$ cat config.mk
export PLATFORM = sky130hd
export DESIGN_NAME = iops_core
export DESIGN_NICKNAME = d
export VERILOG_FILES = /design/src/core/iops_pkg.sv /design/src/core/iops_core.sv
export SDC_FILE = /design/constraint.sdc
export NUM_CORES = 1
export LEC_CHECK = 0
export ABC_AREA = 1
export BUFFER_PORTS_ARGS = -buffer_cell sky130_fd_sc_hd__buf_4
export CAP_MARGIN = 20
export CORE_ASPECT_RATIO = 1.4
export CORE_UTILIZATION = 40
export DETAILED_ROUTE_END_ITERATION = 12
export GPL_TIMING_DRIVEN = 0
export HOLD_SLACK_MARGIN = 0.15
export SYNTH_ARGS = -nofsm -noshare
export SYNTH_HDL_FRONTEND = slang
export SYNTH_SLANG_ARGS = --single-unit
$ cat constraint.sdc
create_clock -name pclk -period 2.5 [get_ports pclk]
set_input_delay 0.625 -clock pclk [delete_from_list [all_inputs] [get_ports pclk]]
set_output_delay 0.625 -clock pclk [all_outputs]
set_load 0.03 [all_outputs]
$ cat src/core/iops_pkg.sv
// Purpose: shared constants for the i/o controller peripheral sequencer
// Assumes: pclk at 25 MHz
// Notes: function codes, serial type codes, register map, timing
package iops_pkg;

  // ==========================================================================
  // timing
  localparam int CLK_NS = 40;
  localparam int STB_LOW_NS = 80;
  localparam int STB_HIGH_NS = 80;
  localparam int SER_HALF_NS = 160;
  localparam int STB_LOW_CYC = (STB_LOW_NS + CLK_NS - 1) / CLK_NS;
  localparam int STB_PER_CYC = STB_LOW_CYC + (STB_HIGH_NS + CLK_NS - 1) / CLK_NS;
  localparam int SER_HALF_CYC = (SER_HALF_NS + CLK_NS - 1) / CLK_NS;
  localparam int SC_W = $clog2(STB_PER_CYC);
  localparam int HC_W = $clog2(SER_HALF_CYC);
  localparam logic [SC_W-1:0] SC_LOW = SC_W'(STB_LOW_CYC);
  localparam logic [SC_W-1:0] SC_LAST = SC_W'(STB_PER_CYC - 1);
  localparam logic [HC_W-1:0] HC_LAST = HC_W'(SER_HALF_CYC - 1);
  localparam logic [3:0] SER_TOGGLE_LAST = 4'h9;
  localparam logic [3:0] RX_DATA_LAST = 4'h8;

  // ==========================================================================
  // function codes
  localparam logic [3:0] FC_LOAD_A = 4'h0; // RQ3
  localparam logic [3:0] FC_READ_A = 4'h1; // RQ3
  localparam logic [3:0] FC_LOAD_B = 4'h2; // RQ3
  localparam logic [3:0] FC_READ_B = 4'h3; // RQ3
  localparam logic [3:0] FC_LOAD_C = 4'h4; // RQ3
  localparam logic [3:0] FC_READ_C = 4'h5; // RQ3
  localparam logic [3:0] FC_START = 4'h6; // RQ4
  localparam logic [3:0] FC_CLEAR = 4'h7; // RQ4
  localparam logic [3:0] FC_AUX = 4'h8; // RQ4
  localparam logic [3:0] FC_BRST = 4'h9; // RQ4
  localparam logic [3:0] FC_MASK = 4'hA; // RQ4
  localparam logic [3:0] FC_CH_CTL = 4'hB; // RQ4
  localparam logic [3:0] FC_CH_IN = 4'hC; // RQ4
  localparam logic [3:0] FC_CH_OUT = 4'hD; // RQ4
  localparam logic [3:0] FC_WCZ = 4'hE; // RQ4
  localparam logic [3:0] FC_IDLE = 4'hF; // RQ4

  // ==========================================================================
  // serial type codes, first bit high line then low line
  localparam logic [1:0] TY_REQ = 2'h3;
  localparam logic [1:0] TY_DCAR = 2'h2;
  localparam logic [1:0] TY_DATA = 2'h1;
  localparam logic [1:0] TY_INSTR = 2'h0;

  // ==========================================================================
  // instruction word fields
  localparam int INS_OP_LSB = 8;
  localparam int INS_F_LSB = 6;
  localparam int INS_DEV_LSB = 0;
  localparam logic [2:0] OP_NIO = 3'h0;
  localparam logic [2:0] OP_DIA = 3'h1;
  localparam logic [2:0] OP_DOA = 3'h2;
  localparam logic [2:0] OP_DIB = 3'h3;
  localparam logic [2:0] OP_DOB = 3'h4;
  localparam logic [2:0] OP_DIC = 3'h5;
  localparam logic [2:0] OP_DOC = 3'h6;
  localparam logic [1:0] PF_NONE = 2'h0;
  localparam logic [1:0] PF_START = 2'h1;
  localparam logic [1:0] PF_CLEAR = 2'h2;
  localparam logic [5:0] DEV_ALL = 6'h3F;
  localparam logic [5:0] DEV_LOW_ILLEGAL = 6'h04;
  localparam int PD_DIR_BIT = 15;
  localparam int ADDR_W = 15;

  // ==========================================================================
  // register map
  localparam logic [7:0] REG_CTRL = 8'h00;
  localparam logic [7:0] REG_WCNT = 8'h04;
  localparam logic [7:0] REG_ADDR = 8'h08;
  localparam logic [7:0] REG_MASK = 8'h0C;
  localparam logic [7:0] REG_IN = 8'h10;
  localparam logic [7:0] REG_STAT = 8'h14;
  localparam int CTRL_EN_BIT = 0;
  localparam int CTRL_INTA_BIT = 1;
  localparam int CTRL_DEV_LSB = 8;
  localparam int STAT_W = 10;

  // ==========================================================================
  // sequencer states
  typedef enum logic [6:0] {
    ST_IDLE = 7'h01,
    ST_WAIT = 7'h02,
    ST_CODE = 7'h04,
    ST_PULSE = 7'h08,
    ST_TX = 7'h10,
    ST_DCTL = 7'h20,
    ST_DWAIT = 7'h40
  } iops_state_t;

endpackage : iops_pkg

$ cat src/core/iops_core.sv
// Purpose: peripheral-side sequencer of an i/o controller with a serial cpu port
// Assumes: serial clock and peripheral data are asynchronous to pclk
// Notes: apb slave for control and status
//
// Functional notes
// [RQ1] each function code lasts one strobe cycle, valid while strobe low
// [RQ2] idle code whenever data lines and pulses are unused
// [RQ3] register transfer codes 0000 to 0101 for load/read of A, B, C
// [RQ4] pulse, reset, mask, channel, count-zero and idle codes 0110 to 1111
// [RQ5] data-out word driven on peripheral lines while load code valid
// [RQ6] peripheral may capture the lines using the load code
// [RQ7] start, clear or aux pulse code follows in next strobe cycle
// [RQ8] no-transfer instruction sends idle code, still sends its pulse code
// [RQ9] data-in samples peripheral lines at strobe rise during read code
// [RQ10] peripheral drives its register onto lines for a read code
// [RQ11] mask-out and bus-reset codes sample peripheral lines at strobe rise
// [RQ12] peripheral gates mask or configuration data for those codes
// [RQ13] each channel word is a control transfer then a data transfer
// [RQ14] channel control samples direction on D0 and address on D1-D15
// [RQ15] internal address mode ignores sampled address bits
// [RQ16] direction 0 is channel out, 1 is channel in
// [RQ17] channel in issues channel-in code and samples the word
// [RQ18] channel out issues channel-out code and drives the cpu word
// [RQ19] count-zero code issued when word count overflows to zero
// [RQ20] sync request lowers request line on request enable, then control code
// [RQ21] channel data codes only after cpu address request
// [RQ22] transceiver direction low to transmit, else receive
// [RQ23] transmitter generates serial clock, receiver captures on it
// [RQ24] port receives four types, transmits only data
// [RQ25] short transfer one clock pulse, long transfer five
// [RQ26] first bits are type code: 11 req, 10 addr req, 01 data, 00 instr
module iops_core #(
  parameter logic [5:0] DEV_CODE_RST = 6'h10
) (
  // clock and reset
  input wire logic pclk,
  input wire logic presetn,
  input wire logic ce,
  // apb slave
  input wire logic psel,
  input wire logic penable,
  input wire logic pwrite,
  input wire logic [7:0] paddr,
  input wire logic [31:0] pwdata,
  output logic [31:0] prdata,
  output logic pready,
  output logic pslverr,
  // serial cpu port
  input wire logic serial_bus_clock_i,
  output logic serial_bus_clock_o,
  output logic serial_bus_clock_oe,
  input wire logic serial_line_high_i,
  output logic serial_line_high_o,
  output logic serial_line_high_oe,
  input wire logic serial_line_low_i,
  output logic serial_line_low_o,
  output logic serial_line_low_oe,
  output logic transceiver_direction,
  // peripheral port
  input wire logic [15:0] periph_data_lines_i,
  output logic [15:0] periph_data_lines_o,
  output logic periph_data_lines_oe,
  output logic [3:0] func_code,
  output logic code_strobe,
  input wire logic channel_sync_n,
  output logic channel_request_n
);

  if (DEV_CODE_RST < iops_pkg::DEV_LOW_ILLEGAL || DEV_CODE_RST == iops_pkg::DEV_ALL) begin : g_bad_dev
    $error("illegal reset device code");
  end
  if (iops_pkg::SER_HALF_CYC < 2 || iops_pkg::STB_LOW_CYC < 1) begin : g_bad_timing
    $error("clock too slow for serial or strobe timing");
  end

  typedef struct packed {
    iops_pkg::iops_state_t st;
    logic [iops_pkg::SC_W-1:0] sc;
    logic cs;
    logic [3:0] fn;
    logic [3:0] mc;
    logic [3:0] pend;
    logic pv;
    logic txn;
    logic [15:0] pdo;
    logic poe;
    logic dir;
    logic [iops_pkg::ADDR_W-1:0] addr;
    logic [15:0] wc;
    logic [15:0] word;
    logic [15:0] mask;
    logic [15:0] last_in;
    logic req_n;
    logic [2:0] ck_s;
    logic [1:0] dh_s;
    logic [1:0] dl_s;
    logic [1:0] sy_s;
    logic [15:0] pd_a;
    logic [15:0] pd_b;
    logic [3:0] rc;
    logic [1:0] rtype;
    logic [7:0] rh;
    logic [7:0] rl;
    logic rxv;
    logic [1:0] rxt;
    logic [15:0] rxw;
    logic [3:0] ts;
    logic [iops_pkg::HC_W-1:0] th;
    logic [7:0] tsh;
    logic [7:0] tsl;
    logic sco;
    logic soe;
    logic dho;
    logic dlo;
    logic xdir;
    logic en;
    logic inta;
    logic [5:0] dev;
    logic rdy;
    logic err;
    logic [31:0] rdata;
  } iops_st_t;

  iops_st_t q;
  iops_st_t n;
  logic rise;
  logic fall;
  logic cyc_end;
  logic dh;
  logic dl;
  logic [2:0] ins_op;
  logic [1:0] ins_f;
  logic [5:0] ins_dev;
  logic own;
  logic all_dev;
  logic [3:0] pcode;

  // ==========================================================================
  // next state
  always_comb begin
    n = q;
    rise = q.ck_s[1] & ~q.ck_s[2];
    fall = ~q.ck_s[1] & q.ck_s[2];
    dh = q.dh_s[1];
    dl = q.dl_s[1];
    cyc_end = (q.sc == iops_pkg::SC_LAST);
    ins_op = q.rxw[iops_pkg::INS_OP_LSB +: 3];
    ins_f = q.rxw[iops_pkg::INS_F_LSB +: 2];
    ins_dev = q.rxw[iops_pkg::INS_DEV_LSB +: 6];
    own = q.en && (ins_dev == q.dev);
    all_dev = q.en && (ins_dev == iops_pkg::DEV_ALL);
    unique case (ins_f)
      iops_pkg::PF_START: pcode = iops_pkg::FC_START;
      iops_pkg::PF_CLEAR: pcode = iops_pkg::FC_CLEAR;
      default: pcode = iops_pkg::FC_AUX;
    endcase

    // input synchronisers
    n.ck_s = {q.ck_s[1:0], serial_bus_clock_i};
    n.dh_s = {q.dh_s[0], serial_line_high_i};
    n.dl_s = {q.dl_s[0], serial_line_low_i};
    n.sy_s = {q.sy_s[0], channel_sync_n};
    n.pd_a = periph_data_lines_i;
    n.pd_b = q.pd_a;

    // free-running strobe, low phase first
    n.sc = cyc_end ? '0 : q.sc + 1'b1;
    n.cs = (n.sc >= iops_pkg::SC_LOW); // RQ1

    // ========================================================================
    // sequencer, one code per strobe cycle
    if (cyc_end) begin
      n.fn = iops_pkg::FC_IDLE; // RQ1 RQ2
      n.poe = 1'b0;
      unique case (q.st)
        iops_pkg::ST_IDLE: begin
          if (q.rxv) begin
            n.rxv = 1'b0;
            n.pv = (ins_f != iops_pkg::PF_NONE);
            n.pend = pcode;
            n.txn = 1'b0;
            if (q.rxt == iops_pkg::TY_REQ) begin
              if (q.en && !q.sy_s[1] && q.req_n) begin
                n.req_n = 1'b0; // RQ20
                n.st = iops_pkg::ST_DCTL;
                n.fn = iops_pkg::FC_CH_CTL; // RQ13
              end
            end else if (q.rxt == iops_pkg::TY_INSTR && all_dev && ins_op == iops_pkg::OP_DOB) begin
              n.st = iops_pkg::ST_CODE;
              n.fn = iops_pkg::FC_MASK; // RQ11
              n.pv = 1'b0;
            end else if (q.rxt == iops_pkg::TY_INSTR && all_dev && ins_op == iops_pkg::OP_DOA) begin
              n.st = iops_pkg::ST_CODE;
              n.fn = iops_pkg::FC_BRST; // RQ11
              n.pv = 1'b0;
            end else if (q.rxt == iops_pkg::TY_INSTR && own) begin
              case (ins_op)
                iops_pkg::OP_NIO: begin
                  n.st = iops_pkg::ST_CODE;
                  n.fn = iops_pkg::FC_IDLE; // RQ8
                end
                iops_pkg::OP_DIA: begin
                  n.st = iops_pkg::ST_CODE;
                  n.fn = iops_pkg::FC_READ_A;
                  n.txn = 1'b1;
                end
                iops_pkg::OP_DIB: begin
                  n.st = iops_pkg::ST_CODE;
                  n.fn = iops_pkg::FC_READ_B;
                  n.txn = 1'b1;
                end
                iops_pkg::OP_DIC: begin
                  n.st = iops_pkg::ST_CODE;
                  n.fn = iops_pkg::FC_READ_C;
                  n.txn = 1'b1;
                end
                iops_pkg::OP_DOA: begin
                  n.st = iops_pkg::ST_WAIT;
                  n.mc = iops_pkg::FC_LOAD_A;
                end
                iops_pkg::OP_DOB: begin
                  n.st = iops_pkg::ST_WAIT;
                  n.mc = iops_pkg::FC_LOAD_B;
                end
                iops_pkg::OP_DOC: begin
                  n.st = iops_pkg::ST_WAIT;
                  n.mc = iops_pkg::FC_LOAD_C;
                end
                default: begin
                end
              endcase
            end
          end
        end
        iops_pkg::ST_WAIT: begin
          if (q.rxv) begin
            n.rxv = 1'b0;
            if (q.rxt == iops_pkg::TY_DATA) begin
              n.st = iops_pkg::ST_CODE;
              n.fn = q.mc;
              n.word = q.rxw;
              n.pdo = q.rxw; // RQ5 RQ18
              n.poe = 1'b1; // RQ5 RQ18
            end
          end
        end
        iops_pkg::ST_CODE: begin
          if (q.fn == iops_pkg::FC_READ_A || q.fn == iops_pkg::FC_READ_B || q.fn == iops_pkg::FC_READ_C ||
              q.fn == iops_pkg::FC_CH_IN) begin
            n.word = q.pd_b; // RQ9 RQ17
            n.last_in = q.pd_b;
          end
          if (q.fn == iops_pkg::FC_MASK || q.fn == iops_pkg::FC_BRST) begin
            n.mask = q.pd_b; // RQ11
          end
          if (q.pv) begin
            n.st = iops_pkg::ST_PULSE;
            n.fn = q.pend; // RQ7 RQ8 RQ19
          end else begin
            n.st = q.txn ? iops_pkg::ST_TX : iops_pkg::ST_IDLE;
          end
        end
        iops_pkg::ST_PULSE: begin
          n.pv = 1'b0;
          n.st = q.txn ? iops_pkg::ST_TX : iops_pkg::ST_IDLE;
        end
        iops_pkg::ST_TX: begin
        end
        iops_pkg::ST_DCTL: begin
          n.dir = q.pd_b[iops_pkg::PD_DIR_BIT]; // RQ14
          if (!q.inta) begin
            n.addr = q.pd_b[iops_pkg::ADDR_W-1:0]; // RQ14 RQ15
          end
          n.st = iops_pkg::ST_DWAIT;
        end
        iops_pkg::ST_DWAIT: begin
          if (q.rxv) begin
            n.rxv = 1'b0;
            if (q.rxt == iops_pkg::TY_DCAR && !q.req_n) begin
              n.req_n = 1'b1; // RQ21
              n.wc = q.wc + 1'b1;
              n.pv = (n.wc == '0); // RQ19
              n.pend = iops_pkg::FC_WCZ;
              if (q.inta) begin
                n.addr = q.addr + 1'b1;
              end
              if (q.dir) begin
                n.st = iops_pkg::ST_CODE; // RQ16
                n.fn = iops_pkg::FC_CH_IN; // RQ17
                n.txn = 1'b1;
              end else begin
                n.st = iops_pkg::ST_WAIT; // RQ16
                n.mc = iops_pkg::FC_CH_OUT; // RQ18
                n.txn = 1'b0;
              end
            end
          end
        end
        default: n.st = iops_pkg::ST_IDLE;
      endcase
    end

    // ========================================================================
    // serial transmit of one data word
    if (q.st == iops_pkg::ST_TX) begin
      if (q.xdir) begin
        n.xdir = 1'b0; // RQ22
        n.soe = 1'b1;
        n.sco = 1'b0;
        n.th = '0;
        n.ts = '0;
        n.dho = iops_pkg::TY_DATA[1]; // RQ24 RQ26
        n.dlo = iops_pkg::TY_DATA[0];
        {n.tsh, n.tsl} = q.word;
      end else begin
        n.th = (q.th == iops_pkg::HC_LAST) ? '0 : q.th + 1'b1;
        if (q.th == iops_pkg::HC_LAST) begin
          n.sco = ~q.sco; // RQ23 RQ25
          n.ts = q.ts + 1'b1;
          if (q.ts == iops_pkg::SER_TOGGLE_LAST) begin
            n.xdir = 1'b1; // RQ22
            n.soe = 1'b0;
            n.st = iops_pkg::ST_IDLE;
          end
        end else if (q.th == '0 && q.ts != '0) begin
          n.dho = q.tsh[7];
          n.dlo = q.tsl[7];
          n.tsh = {q.tsh[6:0], 1'b0};
          n.tsl = {q.tsl[6:0], 1'b0};
        end
      end
    end

    // ========================================================================
    // serial receive, code on first rise, data on following edges
    if (q.xdir && (rise || fall)) begin
      if (q.rc == '0) begin
        if (rise) begin
          n.rtype = {dh, dl}; // RQ26
          if ({dh, dl} == iops_pkg::TY_REQ || {dh, dl} == iops_pkg::TY_DCAR) begin
            n.rxv = 1'b1; // RQ25
            n.rxt = {dh, dl};
          end else begin
            n.rc = q.rc + 1'b1;
          end
        end
      end else begin
        n.rh = {q.rh[6:0], dh}; // RQ23
        n.rl = {q.rl[6:0], dl};
        if (q.rc == iops_pkg::RX_DATA_LAST) begin
          n.rc = '0; // RQ25
          n.rxv = 1'b1; // RQ24
          n.rxt = q.rtype;
          n.rxw = {q.rh[6:0], dh, q.rl[6:0], dl};
        end else begin
          n.rc = q.rc + 1'b1;
        end
      end
    end

    // ========================================================================
    // apb slave, answer in the first access cycle
    n.rdy = psel & ~penable;
    if (psel && !penable) begin
      n.err = 1'b0;
      n.rdata = '0;
      case (paddr)
        iops_pkg::REG_CTRL: begin
          n.rdata[iops_pkg::CTRL_EN_BIT] = q.en;
          n.rdata[iops_pkg::CTRL_INTA_BIT] = q.inta;
          n.rdata[iops_pkg::CTRL_DEV_LSB +: 6] = q.dev;
        end
        iops_pkg::REG_WCNT: n.rdata[15:0] = q.wc;
        iops_pkg::REG_ADDR: n.rdata[iops_pkg::ADDR_W-1:0] = q.addr;
        iops_pkg::REG_MASK: n.rdata[15:0] = q.mask;
        iops_pkg::REG_IN: n.rdata[15:0] = q.last_in;
        iops_pkg::REG_STAT: n.rdata[iops_pkg::STAT_W-1:0] = {q.xdir, q.req_n, q.dir, q.st};
        default: n.err = 1'b1;
      endcase
    end
    if (psel && penable && q.rdy && pwrite && !q.err) begin
      case (paddr)
        iops_pkg::REG_CTRL: begin
          n.en = pwdata[iops_pkg::CTRL_EN_BIT];
          n.inta = pwdata[iops_pkg::CTRL_INTA_BIT];
          n.dev = pwdata[iops_pkg::CTRL_DEV_LSB +: 6];
        end
        iops_pkg::REG_WCNT: n.wc = pwdata[15:0];
        iops_pkg::REG_ADDR: n.addr = pwdata[iops_pkg::ADDR_W-1:0];
        default: begin
        end
      endcase
    end
  end

  // ==========================================================================
  // state register
  always_ff @(posedge pclk or negedge presetn) begin
    if (!presetn) begin
      q <= '0;
      q.st <= iops_pkg::ST_IDLE;
      q.fn <= iops_pkg::FC_IDLE;
      q.req_n <= 1'b1;
      q.xdir <= 1'b1;
      q.dev <= DEV_CODE_RST;
    end else if (ce) begin
      q <= n;
    end
  end

  assign prdata = q.rdata;
  assign pready = q.rdy;
  assign pslverr = q.err;
  assign serial_bus_clock_o = q.sco;
  assign serial_bus_clock_oe = q.soe;
  assign serial_line_high_o = q.dho;
  assign serial_line_high_oe = q.soe;
  assign serial_line_low_o = q.dlo;
  assign serial_line_low_oe = q.soe;
  assign transceiver_direction = q.xdir;
  assign periph_data_lines_o = q.pdo;
  assign periph_data_lines_oe = q.poe;
  assign func_code = q.fn;
  assign code_strobe = q.cs;
  assign channel_request_n = q.req_n;
endmodule : iops_core

# --- Yosys cells after proc, flatten, opt, wreduce, memory -nomap -nowiden ---
# Index checks and enable logic that the tools add are counted.
word_totals:
  output_inout_bits: 64
  mem_bits_ro: 0
  n_memories: 0
  in_bits: 66
  mem_bits_rw: 0
  latch_bits: 0
  regBits: 257
  wordCells: 290
classes:
  div_mod_pow: 0
  order_cmp: 1
  reduce_logical: 67
  mul: 0
  n_eq_ne: 55
  addsub: 6
  n_mux: 108
  shifts: 0
  n_bitwise: 8
ops:
  columns: ["cell", "n"]
  rows:
  - ["16-bit two-way mux", 10]
  - ["7-bit two-way mux", 15]
  - ["31-bit two-way mux", 3]
  - ["80-bit two-way mux", 1]
  - ["4-bit two-way mux", 14]
  - ["7-bit case mux with 7 select lines", 1]
  - ["15-bit two-way mux", 3]
  - ["19-bit two-way mux", 2]
  - ["32-bit two-way mux", 1]
  - ["2-bit != test, second input constant", 16]
  - ["16-bit case mux with 2 select lines", 1]
  - ["15-bit case mux with 2 select lines", 1]
  - ["6-bit case mux with 5 select lines", 1]
  - ["4-bit AND reduction", 7]
  - ["27-bit two-way mux", 1]
  - ["12-bit two-way mux", 2]
  - ["2-bit case mux with 6 select lines", 2]
  - ["4-bit case mux with 3 select lines", 2]
  - ["1-bit two-way mux", 21]
  - ["4-bit equality test, second input constant", 5]
  - ["4-bit case mux with 5 select lines", 1]
  - ["6-bit AND reduction", 3]
  - ["16-bit by 1-bit adder with 16-bit output, second input constant", 1]
  - ["8-bit by 4-bit equality test with 1-bit output, second input constant", 2]
  - ["59 further kinds", 129]

# --- Depth between registers and ports, before layout ---
depth:
  word_depth: 14
  ltp_mapped: 15
  mapped_depth_nobuf: 15

# --- Worst setup path before layout ---
# OpenSTA, ideal clock, no wires.
synth_path:
  path_type: "register to register"
  start: "reg q[265] (netlist bit)"
  end: "reg q, in the netlist periph_data_lines_o[12]"
  n_path_buf: 1
  synth_period_minus_slack_ns: 1.990
  arrival_ns: 1.865
  slack_ns: 0.510
  setup_time_ns: 0.125
  path_stages_with_launch: 7
  required_time_ns: 2.375
  cell_sequence: "dfrtp_1 ha_1 inv_2 nor4_1 nand2_1 buf_6 mux2_4"
synth_via:
  elab_chain_len: 2
synth_rtl:
  columns: ["element", "line", "rtl"]
  rows:
  - ["from (decl)", "iops_core.sv:124", "iops_st_t q;"]
  - ["from (signal assigned)", "iops_core.sv:407", "q <= n;"]
  - ["2-bit equality test", "iops_core.sv:146", "cyc_end = (q.sc == iops_pkg::SC_LAST);"]
  - ["5-bit AND reduction (no line)", null, null]
# Every way passes these cells.
# A chain may end at the register's enable or synchronous reset.

# --- Worst setup path in the final report ---
layout_path:
  start: "reg q[265] (netlist bit)"
  end: "reg q, in the netlist periph_data_lines_o[13]"
# Same word-level chain as after synthesis.

==> flow_metrics.env <==
export IMPL_core_area_um2=33300
export IMPL_grt_pass1_vias=12080
export IMPL_grt_ovfl_total=0
export IMPL_drive_gt1_share_pct=16.1
export IMPL_maxCapViolations=0
export IMPL_finalWorstPathRequiredPeriod_ns=2.37
export IMPL_p_leak_uw=0.00754
export IMPL_viasPerCell=5.34
export IMPL_firstDrtPassIters=5
export IMPL_fp_dieH_um=220
export IMPL_cts_root_buffer="clkbuf_16"
export IMPL_ios=130
export IMPL_initial_core_util_pct=40.6
export IMPL_grt_max_degree=100
export IMPL_syn_area_per_cell_um2=7.91
export IMPL_path_max_fanout=10
export IMPL_ir_drop_mv=0.610
export IMPL_synth_distinct_cells=57
export IMPL_synth_most_common_cell="nand2_1"
export IMPL_synth_cells=1712
export IMPL_drtIter0Drc=999
export IMPL_synth_ff_latch_count=252
export IMPL_p_per_area_nw_per_um2=859
export IMPL_worstHoldEndpoint="n[114]"
export IMPL_cp_end_kind="register"
export IMPL_drc=0
export IMPL_hp_start="periph_data_lines_i[4]"
export IMPL_synthTopCellsByCount="465 x nand2_1, 244 x dfrtp_1, 223 x o21ai_0, 150 x inv_1, 98 x nor2_1"
export IMPL_setup_ws_ns=0.132
export IMPL_yosys_area_top_type_share_pct=45.1
export IMPL_max_freq_mhz=422
export IMPL_pre_cts_ws_ns=-0.453
export IMPL_wire_per_inst_um=19.9
export IMPL_reg2reg_to="periph_data_lines_o[13]"
export IMPL_cts_tree="built"
export IMPL_dp_cells=2270
export IMPL_area_delta_synth_final_pct=16.9
export IMPL_crit_type="register to register"
export IMPL_critPathTopFamily="simple AND/OR/NAND/NOR gates"
export IMPL_setup_violations_final=0
export IMPL_cts_sink_count=252
export IMPL_synth_edf_count=0
export IMPL_r2r_setup_slack_ns=0.13
export IMPL_yosysTopAreaCell="dfrtp_1"
export IMPL_ys_warn_count=0
export IMPL_cp_slowest_cell="dfrtp_1"
export IMPL_crit_chain="ha_1 -> inv_2 -> nor4_1 -> nand2_1 -> buf_6 -> mux2_4"
export IMPL_synth_seq_area_share_pct=46.7
export IMPL_synth_flop_cell="dfrtp_1"
export IMPL_nNetsFinal=1937
export IMPL_utilization_pct=47.5
export IMPL_required_ns=2.93
export IMPL_die_area_um2=34600
export IMPL_clock_path_buffers=3
export IMPL_gp_congestion=0.965
export IMPL_final_hold_violation_count=0
export IMPL_hold_class="primary input to register"
export IMPL_slowest_delay_ns=0.40
export IMPL_insertion_delay_ns=0.55
export IMPL_netlist_area_um2=13500
export IMPL_setup_tns_ns=0
export IMPL_reg2reg_depth=6
export IMPL_routed_wl_mm=46.2
export IMPL_relSlewSlack_pct=43.7
export IMPL_worstPathArrival_ns=2.80
export IMPL_fin_skew_ns=0.0113
export IMPL_fp_row_count=79
export IMPL_grt_total_usage_pct=27.5
export IMPL_fin_crit_sh_pct=94.7
export IMPL_rsz0062_at_grt="false"
export IMPL_vias=12402
export IMPL_antenna_found_initial=2
export IMPL_ys_async_sr_fraction_pct=100
export IMPL_hpwl_mm=35.6
export IMPL_r2r_start="q[265]"
export IMPL_io_buffers=96
export IMPL_cts_buffers=27
export IMPL_cp_start_kind="register"
export IMPL_die_x_um=157
export IMPL_maxSlewViolCount=0
export IMPL_synthTopCellsByArea="dfrtp_1 45%, nand2_1 13%, o21ai_0 8.2%"
export IMPL_htree_levels=1
export IMPL_clkTransAtPathRegs_ns=0.06
export IMPL_crit_buf_inv=2
export IMPL_outcome="finished clean"
export IMPL_drtAntennaViolNets=0
export IMPL_fin_cells=2323
export IMPL_fin_hold_ws_ns=0.271
export IMPL_tightest_slew_ns=0.845
export IMPL_grt_pass1_wl_mm=70.6
export IMPL_min_path_cells=3
==> stage by stage <==
step / cell area (µm²) / power (µW)
global placement: 14900 / 9600
finish: 15800 / 13600
floorplan: 13600 / 8140
detailed placement: 14900 / 9700
CTS: 15800 / 13600
global route: 15800 / 14300
==> where the power goes <==
group / total [µW] / internal, µW / switching (µW)
Combinational: 4010 / 1290 / 2720
Sequential: 5640 / 4900 / 746
Clock: 3930 / 2240 / 1700
==> final cells by class <==
cell class	count	area, µm²
Clock buffer	37	763
Buffer	121	709
Clock inverter	11	90.1
Inverter	170	638
Multi-Input combinational cell	1184	5930
Fill cell	3366	17500
Antenna cell	2	5.00
Sequential cell	252	6320
Timing Repair Buffer	101	808
Tap cell	445	557
==> what timing repair did <==
| item | 4_1_cts | 5_1_grt |
|---|---|---|
| buffers inserted | 0 | 2 |
| pin swaps | 0 | 1 |
| endpoints found under the setup margin | 2 | 2 |
| cloned | 0 | 0 |
| hold endpoints to repair | 76 | 0 |
| hold buffers | 1 | 0 |
| resized for setup | 2 | 0 |
==> registers in the layout, indices dropped and copies added (netlist names) <==
signal / cells
serial_bus_clock_oe: 1
func_code: 4
prdata: 16
dl: 1
pslverr: 1
ins_dev: 6
periph_data_lines_oe: 1
ins_op: 3
serial_line_high_o: 1
q: 173
serial_bus_clock_o: 1
ins_f: 2
pready: 1
dh: 1
transceiver_direction: 1
serial_line_low_o: 1
periph_data_lines_o: 16
n: 21
channel_request_n: 1
==> metal layers <==
metal  global-route usage [%]  vias to the layer above  routed length (µm)
met2                     47.3                      460               22400
met5                        0                        -                   0
met1                     31.2                     5900               17900
met4                     19.2                        0                3500
li1                         -                     5898                   -
met3                     3.91                      144                2380
==> worst max-delay path by stage <==
stage          startpoint  slack, ns                       to  cells after the start
2_1_floorplan      q[265]       0.51  periph_data_lines_o[12]                      6
3_3_place_gp      presetn      -1.35                   pready                      1
3_5_place_dp     paddr[5]      -0.45                   q[229]                     10
4_1_cts           pslverr       0.03                   q[229]                      7
5_1_grt            q[265]       0.04  periph_data_lines_o[14]                      6
6_report           q[265]       0.13  periph_data_lines_o[13]                      6
==> cell usage in the layout (no fill, tap or decap), drive strengths merged, types with 4 or more instances in the layout <==
| cell type | count |
|---|---|
| nor3 | 29 |
| o22ai | 19 |
| dfrtp | 244 |
| ha | 14 |
| o21ai | 266 |
| nand4 | 16 |
| nand2 | 473 |
| nor2 | 112 |
| xor2 | 6 |
| conb | 16 |
| inv | 170 |
| clkbuf | 85 |
| a31oi | 14 |
| o211ai | 18 |
| a21oi | 77 |
| clkinv | 9 |
| a41oi | 4 |
| nor4 | 5 |
| o221ai | 5 |
| dfstp | 8 |
| buf | 173 |
| mux2 | 15 |
| nand3 | 60 |
| a221oi | 6 |
| o31ai | 4 |
| a211oi | 5 |
==> tightest hold or removal path, cell delays in order <==
cell,delay (ns)
buf_4,0.07
nand2_1,0.04
nand2_1,0.05
==> logic make-up after synthesis <==
| family | after synthesis | share of synthesized area (%) |
|---|---|---|
| xor gates and xnor gates | 9 | 0.582 |
| and+or+nand+nor | 699 | 22.4 |
| DFF | 252 | 46.7 |
| other | 1 | 0.0277 |
| AOI/OAI and AO/OA | 430 | 17.7 |
| muxes | 15 | 1.30 |
| adders and majority gates | 15 | 1.37 |
| buffers and inverters | 291 | 9.96 |
Power figures use the tool's default switching activity.
